==> config.mk <==
export PLATFORM = sky130hd
export DESIGN_NAME = sscc_core
export DESIGN_NICKNAME = d
export VERILOG_FILES = /design/src/verilog/sscc_pkg.sv /design/src/verilog/sscc_burst_addr.sv /design/src/verilog/sscc_core.sv
export SDC_FILE = /design/constraint.sdc
export NUM_CORES = 1
export LEC_CHECK = 0
export BUFFER_PORTS_ARGS = -buffer_cell sky130_fd_sc_hd__buf_4
export CAP_MARGIN = 30
export CORE_ASPECT_RATIO = 1.2
export CORE_MARGIN = 4
export CORE_UTILIZATION = 45
export CTS_BUF_LIST = sky130_fd_sc_hd__clkbuf_2 sky130_fd_sc_hd__clkbuf_4 sky130_fd_sc_hd__clkbuf_8
export CTS_CLUSTER_DIAMETER = 150
export DETAILED_ROUTE_END_ITERATION = 8
export HOLD_SLACK_MARGIN = 0.03
export PLACE_DENSITY = 0.74
export SETUP_SLACK_MARGIN = 0.15
export SLEW_MARGIN = 15
export SYNTH_ARGS = -nofsm -noshare
export SYNTH_HDL_FRONTEND = slang
export SYNTH_SLANG_ARGS = --single-unit
export TNS_END_PERCENT = 100
==> constraint.sdc <==
create_clock -name clk_i -period 3.7 [get_ports clk_i]
set_clock_uncertainty 0.15 [all_clocks]
set_input_delay 0 -clock clk_i [delete_from_list [all_inputs] [get_ports clk_i]]
set_output_delay 0 -clock clk_i [all_outputs]
set_load 0.01 [all_outputs]
==> src/verilog/sscc_pkg.sv <==
package sscc_pkg;

    // ****************************************
    // geometry
    // ****************************************
    localparam int ADDR_W = 17;
    localparam int DATA_W = 18;
    localparam int BYTE_N = 2;

    // ****************************************
    // strap encoding for burst order
    // ****************************************
    localparam logic BURST_LINEAR      = 1'b0;
    localparam logic BURST_INTERLEAVED = 1'b1;

    // ****************************************
    // timing
    // ****************************************
    localparam int CLK_PERIOD_PS  = 8000;
    localparam int POWER_WAIT_US  = 1000;
    // least time, rounded up to whole cycles
    localparam int POWER_WAIT_CYC =
        (POWER_WAIT_US * 1000000 + CLK_PERIOD_PS - 1) / CLK_PERIOD_PS;

    // ****************************************
    // reset values
    // ****************************************
    localparam logic [1:0] BURST_CNT_RST = 2'h0;

endpackage : sscc_pkg

==> src/verilog/sscc_burst_addr.sv <==
// ****************************************
// burst address generator
// ****************************************
module sscc_burst_addr (
    // base address and count
    input  wire logic [sscc_pkg::ADDR_W-1:0] base_i,
    input  wire logic [1:0]                  count_i,
    // order strap
    input  wire logic                        mode_i,
    // generated address
    output logic      [sscc_pkg::ADDR_W-1:0] addr_o
);

    // low two bits: add for linear, xor for interleaved
    function automatic logic [1:0] sscc_next_low(input logic [1:0] low,
                                                 input logic [1:0] cnt,
                                                 input logic       mode);
        if (mode == sscc_pkg::BURST_INTERLEAVED) begin
            sscc_next_low = low ^ cnt;
        end else begin
            sscc_next_low = low + cnt;
        end
    endfunction : sscc_next_low

    // upper bits never change within a burst
    always_comb begin
        addr_o = {base_i[sscc_pkg::ADDR_W-1:2], sscc_next_low(base_i[1:0], count_i, mode_i)};
    end

endmodule : sscc_burst_addr

==> src/verilog/sscc_core.sv <==
// Function
// - The device is selected only with first select low, second high and third low.
// - Burst addresses run in linear order with strap 0 and interleaved order with strap 1.
// - A clock edge with the clock qualifier deasserted is a stall: no write, op and bus held unless a sleep request drops them.
// - Data outputs stay high impedance on leaving sleep until a new read enables them.
module sscc_core (
    // clock and reset
    input  wire logic                        clk_i,
    input  wire logic                        rst_i,
    input  wire logic                        ce_i,
    // pins from the controller
    input  wire logic                        clock_qualifier_n_i,
    input  wire logic                        chip_select_first_n_i,
    input  wire logic                        chip_select_second_i,
    input  wire logic                        chip_select_third_n_i,
    input  wire logic                        sleep_request_i,
    input  wire logic                        burst_mode_i,
    input  wire logic                        adv_load_i,
    input  wire logic                        write_n_i,
    input  wire logic [sscc_pkg::BYTE_N-1:0] byte_write_n_i,
    input  wire logic [sscc_pkg::ADDR_W-1:0] addr_i,
    // data bus, split into three signals
    input  wire logic [sscc_pkg::DATA_W-1:0] data_i,
    output logic      [sscc_pkg::DATA_W-1:0] data_o,
    output logic                             data_oe_o,
    // array side
    output logic                             mem_we_o,
    output logic      [sscc_pkg::BYTE_N-1:0] mem_be_o,
    output logic      [sscc_pkg::ADDR_W-1:0] mem_addr_o,
    output logic      [sscc_pkg::DATA_W-1:0] mem_wdata_o,
    input  wire logic [sscc_pkg::DATA_W-1:0] mem_rdata_i,
    // status
    output logic                             sleeping_o,
    output logic                             power_ready_o
);

    // ****************************************
    // state
    // ****************************************
    typedef enum logic [1:0] {SSCC_IDLE, SSCC_READ, SSCC_WRITE} sscc_op_t;

    typedef struct packed {
        logic                        s1_q;      // sleep sync stage one
        logic                        s2_q;      // sleep sync stage two
        sscc_op_t                    op;
        logic [sscc_pkg::ADDR_W-1:0] base;
        logic [1:0]                  cnt;
        logic [sscc_pkg::BYTE_N-1:0] be;
        logic                        strap;
        logic                        oe;
        logic [sscc_pkg::DATA_W-1:0] dout;
        logic                        sleep;
        logic [19:0]                 pwr_cnt;
        logic                        pwr_ok;
    } sscc_state_t;

    sscc_state_t st;
    sscc_state_t next_st;

    logic                        qual_n;
    logic                        sleep_req;
    logic                        selected;
    logic [sscc_pkg::ADDR_W-1:0] burst_addr;

    // ****************************************
    // select decode
    // ****************************************
    function automatic logic sscc_selected(input logic f_n, input logic s, input logic t_n);
        sscc_selected = !f_n && s && !t_n;
    endfunction : sscc_selected

    // qualifier comes from the controller's own clock: a synchroniser would
    // move the stall two edges away from the edge it is meant to cancel
    assign qual_n    = clock_qualifier_n_i;
    // sleep pin is asynchronous, so it alone is synchronised
    assign sleep_req = st.s2_q;
    // pins are registered in the device, so decode is direct
    assign selected  = sscc_selected(chip_select_first_n_i, chip_select_second_i,
                                     chip_select_third_n_i);

    sscc_burst_addr u_burst (
        .base_i  (st.base),
        .count_i (st.cnt),
        .mode_i  (st.strap),
        .addr_o  (burst_addr)
    );

    // ****************************************
    // next state
    // ****************************************
    always_comb begin
        next_st      = st;
        next_st.s1_q = sleep_request_i;
        next_st.s2_q = st.s1_q;
        next_st.sleep = sleep_req;
        // strap taken only while idle, treated as static
        if (st.op == SSCC_IDLE) begin
            next_st.strap = burst_mode_i;
        end
        if (!st.pwr_ok) begin
            if (st.pwr_cnt == 20'(sscc_pkg::POWER_WAIT_CYC - 1)) begin
                next_st.pwr_ok = 1'b1;
            end else begin
                next_st.pwr_cnt = st.pwr_cnt + 20'h00001;
            end
        end
        if (sleep_req) begin
            // sleep: drop the pending op and float the bus
            next_st.op = SSCC_IDLE;
            next_st.oe = 1'b0;
        end else if (!qual_n) begin
            // stalled edges skip this branch, holding op and data
            if (selected && !adv_load_i) begin
                // new access with fresh address
                next_st.base = addr_i;
                next_st.cnt  = sscc_pkg::BURST_CNT_RST;
                next_st.be   = ~byte_write_n_i;
                next_st.op   = write_n_i ? SSCC_READ : SSCC_WRITE;
            end else if (adv_load_i && st.op != SSCC_IDLE) begin
                next_st.cnt = st.cnt + 2'h1;
            end else begin
                next_st.op = SSCC_IDLE; // deselect or nop
            end
            // drive the bus the cycle after a read edge, in step with its data
            case (st.op)
                SSCC_READ:  next_st.oe = 1'b1;
                SSCC_WRITE: next_st.oe = 1'b0;
                SSCC_IDLE:  next_st.oe = 1'b0;
                default:    next_st.oe = 1'b0;
            endcase
        end
        if (st.op == SSCC_READ && !qual_n && !sleep_req) begin
            next_st.dout = mem_rdata_i;
        end
    end

    // ****************************************
    // registers
    // ****************************************
    always_ff @(posedge clk_i) begin
        if (rst_i) begin
            st <= '0;
        end else if (ce_i) begin
            st <= next_st;
        end
    end

    // ****************************************
    // outputs
    // ****************************************
    // write only on a live, awake edge
    assign mem_we_o      = ce_i && st.op == SSCC_WRITE && !qual_n && !sleep_req;
    assign mem_be_o      = st.be;
    assign mem_addr_o    = burst_addr;
    assign mem_wdata_o   = data_i;
    assign data_o        = st.dout;
    assign data_oe_o     = st.oe;
    assign sleeping_o    = st.sleep;
    assign power_ready_o = st.pwr_ok;

    // ****************************************
    // checks
    // ****************************************
    property p_no_write_stall;
        @(posedge clk_i) disable iff (rst_i) qual_n |-> !mem_we_o;
    endproperty
    a_no_write_stall: assert property (p_no_write_stall)
        else $error("write during stall");

    property p_stall_holds;
        @(posedge clk_i) disable iff (rst_i) (ce_i && qual_n && !sleep_req)
            |=> (st.op == $past(st.op) && st.cnt == $past(st.cnt));
    endproperty
    a_stall_holds: assert property (p_stall_holds)
        else $error("stall changed op state");

    property p_sleep_float;
        @(posedge clk_i) disable iff (rst_i) (ce_i && sleep_req) |=> !data_oe_o;
    endproperty
    a_sleep_float: assert property (p_sleep_float)
        else $error("bus driven in sleep");

    property p_sleep_idle;
        @(posedge clk_i) disable iff (rst_i) (ce_i && sleep_req) |=> st.op == SSCC_IDLE;
    endproperty
    a_sleep_idle: assert property (p_sleep_idle)
        else $error("access taken in sleep");

    property p_deselect;
        @(posedge clk_i) disable iff (rst_i)
            (ce_i && !qual_n && !sleep_req && !selected && !adv_load_i)
            |=> st.op == SSCC_IDLE;
    endproperty
    a_deselect: assert property (p_deselect)
        else $error("deselected access started");

    property p_linear;
        @(posedge clk_i) disable iff (rst_i) (st.strap == sscc_pkg::BURST_LINEAR)
            |-> mem_addr_o[1:0] == 2'(st.base[1:0] + st.cnt);
    endproperty
    a_linear: assert property (p_linear)
        else $error("linear order wrong");

    property p_interleave;
        @(posedge clk_i) disable iff (rst_i) (st.strap == sscc_pkg::BURST_INTERLEAVED)
            |-> mem_addr_o[1:0] == (st.base[1:0] ^ st.cnt);
    endproperty
    a_interleave: assert property (p_interleave)
        else $error("interleaved order wrong");

    property p_fresh_addr;
        @(posedge clk_i) disable iff (rst_i)
            (ce_i && !qual_n && !sleep_req && selected && !adv_load_i)
            |=> (st.base == $past(addr_i) && st.cnt == 2'h0);
    endproperty
    a_fresh_addr: assert property (p_fresh_addr)
        else $error("single access address not taken");

    c_read:  cover property (@(posedge clk_i) disable iff (rst_i) st.op == SSCC_READ ##1 data_oe_o);
    c_write: cover property (@(posedge clk_i) disable iff (rst_i) mem_we_o);
    c_stall: cover property (@(posedge clk_i) disable iff (rst_i) st.op != SSCC_IDLE && qual_n);
    c_sleep: cover property (@(posedge clk_i) disable iff (rst_i) sleeping_o ##1 !sleeping_o);

endmodule : sscc_core

==> results by group <==
Global route
  • Number of global-route vias before repair: 2840
  • First-pass GRT wire length: 12.6 mm
  • Largest net degree at the start of global routing: 71
  • Grt total ovfl: 0
  • Initial antenna violation count: 0
  • Tot GR Track Use: 18.3%

Route
  • Routed vias/inst: 5.04
  • Mean routed wirelength per cell: 13.5 um
  • DRT Wirelength: 7.81 mm
  • Via count: 2917
  • DRT Pass-1 Iters: 4
  • Initial DRC count: 124
  • ANT nets after route: 0
  • Drt drc: 0

Die
  • Core area: 6850 sq um
  • Initial core utilization: 46.1%
  • Die H: 99.8 um
  • Top Ports: 125
  • Full die area: 8440 sq um
  • Row count: 33
  • Die X: 84.5 um

Finish
  • # diodes: 0
  • Multi-input logic area: 1330 sq um
  • Register Area: 1340 sq um
  • Area grow syn2layout: 38.3%
  • Most frequent cells in the layout: buf_4 (89), nand2_1 (82), dlygate4sd3_1 (71)
  • Nets: 555
  • Final Util: 63.8%
  • Commonest non-fill, non-tap cell in the layout: buf_4
  • Fillers: 558
  • Fraction of layout cells with a size suffix above 1: 21.5%

Critical path
  • Critical path class: in -> reg
  • CP arrival: 3.43 ns
  • Setup crit start kind: input port
  • Worst-path maximum fanout: 3
  • CP required: 3.83 ns
  • Worst setup EP type: flop

Power
  • Worst IR Drop VDD: 229 uV
  • PwrDens: 338 nW/um^2
  • P_leak: 1.71 nW

Timing
  • Final Max Tran Viols: 0
  • Max Clock Freq: 303 MHz
  • Fin crit share: 89.2%
  • Final Hold Fails: 0
  • Setup TNS Final: 0 ns
  • Slew HR: 49.5%
  • Fin crit period: 3.30 ns
  • RSZ-0062 raised after global routing: false
  • Final setup fails: 0
  • Worst-Margin Slew: 0.755 ns

Placement
  • RD Place Congestion: 0.809
  • Post-DP HPWL: 4.73 mm
  • IO buf count: 88

Clocking
  • Total setup buffers inserted after CTS: 0
  • CTS tree: yes
  • Root Buffer: clkbuf_8
  • CTS H-tree lvls: 3
  • Clock slew at reported path FFs: 0.07 ns
  • Clock sink count: 67
  • CTS Buf Count: 9
  • Clock Latency Late Sink: 0.33 ns
  • Clock Tree Buf Depth: 2
  • Post_cts resized: 0

Logic synthesis
  • Synth Instances: 387
  • Post-Syn Area: 3160 sq um
  • Synth Flop Type: dfxtp_1
  • Post-synthesis area per instance: 8.17 sq um
  • Sequential area share after synthesis: 42.4%
  • Share of flip-flops with an asynchronous set or reset: 0%
  • EDFF count, synth: 0
  • Syn_nets: 455
  • Synth unique cells: 43
  • Ys Warns: 0
  • Yosys reg bits: 67

Run status
  • Outcome: finished clean

Run
  • Max Cap Viol: 0

Worst hold path
  • Hold Path Class: in -> reg
through the flow:
step	hold WS (ns)	power (mW)	std cells	worst slack [ns]	cell area (sq um)
after floorplan	-0.0582	0.799	387	1.89	3160
after global placement	-0.150	0.825	492	1.70	3460
after detailed placement	-0.150	0.827	492	1.63	3460
after CTS	0.0430	1.50	579	0.459	4380
after global routing	0.0786	1.54	579	0.316	4380
final	0.0749	1.48	579	0.399	4380
critical path, stage by stage:
cell	delay, ns
dlygate4sd3_1	0.53
buf_4	0.14
or4b_1	0.57
nor3_1	0.24
dlygate4sd3_1	0.60
nand4b_1	0.09
dlygate4sd3_1	0.57
a21oi_1	0.13
dlygate4sd3_1	0.55
worst paths after layout:
check	slack (ns)	startpoint	cells after the start	end
max	0.40	chip_select_first_n_i	9	st[64]
min	0.07	chip_select_third_n_i	5	st[44]
max reg2reg	0.91	sleep_req	6	st[64]
min reg2reg	0.30	data_o[1]	2	data_o[1]
area by class of cell:
class	instances	area share, %
Tap cell	87	2.49
Inverter	3	0.257
Clock inverter	6	1.49
Multi-Input combinational cell	246	30.5
Sequential cell	67	30.7
Clock buffer	10	3.15
Timing Repair Buffer	160	31.5
what timing repair did:
item / 4_1_cts / 5_1_grt
hold buffers: 71 / 0
setup endpoints to repair: 0 / 0
endpoints found under the hold margin: 66 / 0
layer usage:
layer	up-vias	global-route usage, %	share of wire, %
met5	-	0	0
met4	0	7.80	2.3
met3	16	5.67	6.3
met2	94	30.9	50
met1	1349	21.3	41
li1	1458	-	-
logic make-up after synthesis:
kind of cell,share of synthesized area [%]
simple gates,24.0
buf+inv,15.5
compound gates,12.6
flops,42.4
xor+xnor,2.49
mux,2.29
fa+ha+maj,0.791
cell usage after synthesis, types with 2 or more instances:
cell / number / area, sq um
nor3_1: 4 / 20.0
a211oi_1: 3 / 22.5
o31ai_1: 6 / 45.0
nand2b_1: 2 / 12.5
clkbuf_1: 11 / 41.3
buf_1: 2 / 7.51
o21ai_0: 7 / 35.0
and2_1: 3 / 18.8
nor2b_1: 3 / 18.8
nand4_1: 5 / 31.3
nand2_1: 82 / 308
or4_1: 6 / 45.0
xor2_1: 4 / 35.0
and4_1: 3 / 26.3
nor3b_1: 3 / 22.5
nand3b_1: 3 / 22.5
dfxtp_1: 67 / 1340
a21oi_1: 52 / 260
nor4b_1: 2 / 17.5
nand3_1: 6 / 30.0
buf_2: 4 / 20.0
mux2i_1: 5 / 50.1
or3_1: 3 / 18.8
a21o_1: 2 / 15.0
mux2_1: 2 / 22.5
inv_1: 3 / 11.3
nor4_1: 2 / 12.5
buf_4: 53 / 398
nor2_1: 20 / 75.1
xnor2_1: 5 / 43.8
ha_1: 2 / 25.0
state kept, by name, summed over array words and instances, names as in the netlist:
| signal | count |
|---|---|
| data_o | 18 |
| data_oe_o | 1 |
| st | 42 |
| next_st | 1 |
| mem_be_o | 2 |
| sleeping_o | 1 |
| power_ready_o | 1 |
| sleep_req | 1 |
power breakdown:
part	total, mW	switching, mW	internal, mW	leakage [nW]
clock network	0.604	0.275	0.329	0.102
registers	0.731	0.00453	0.727	0.541
logic	0.144	0.0531	0.0904	1.07
Note: power is estimated with default switching activity, not from simulation.
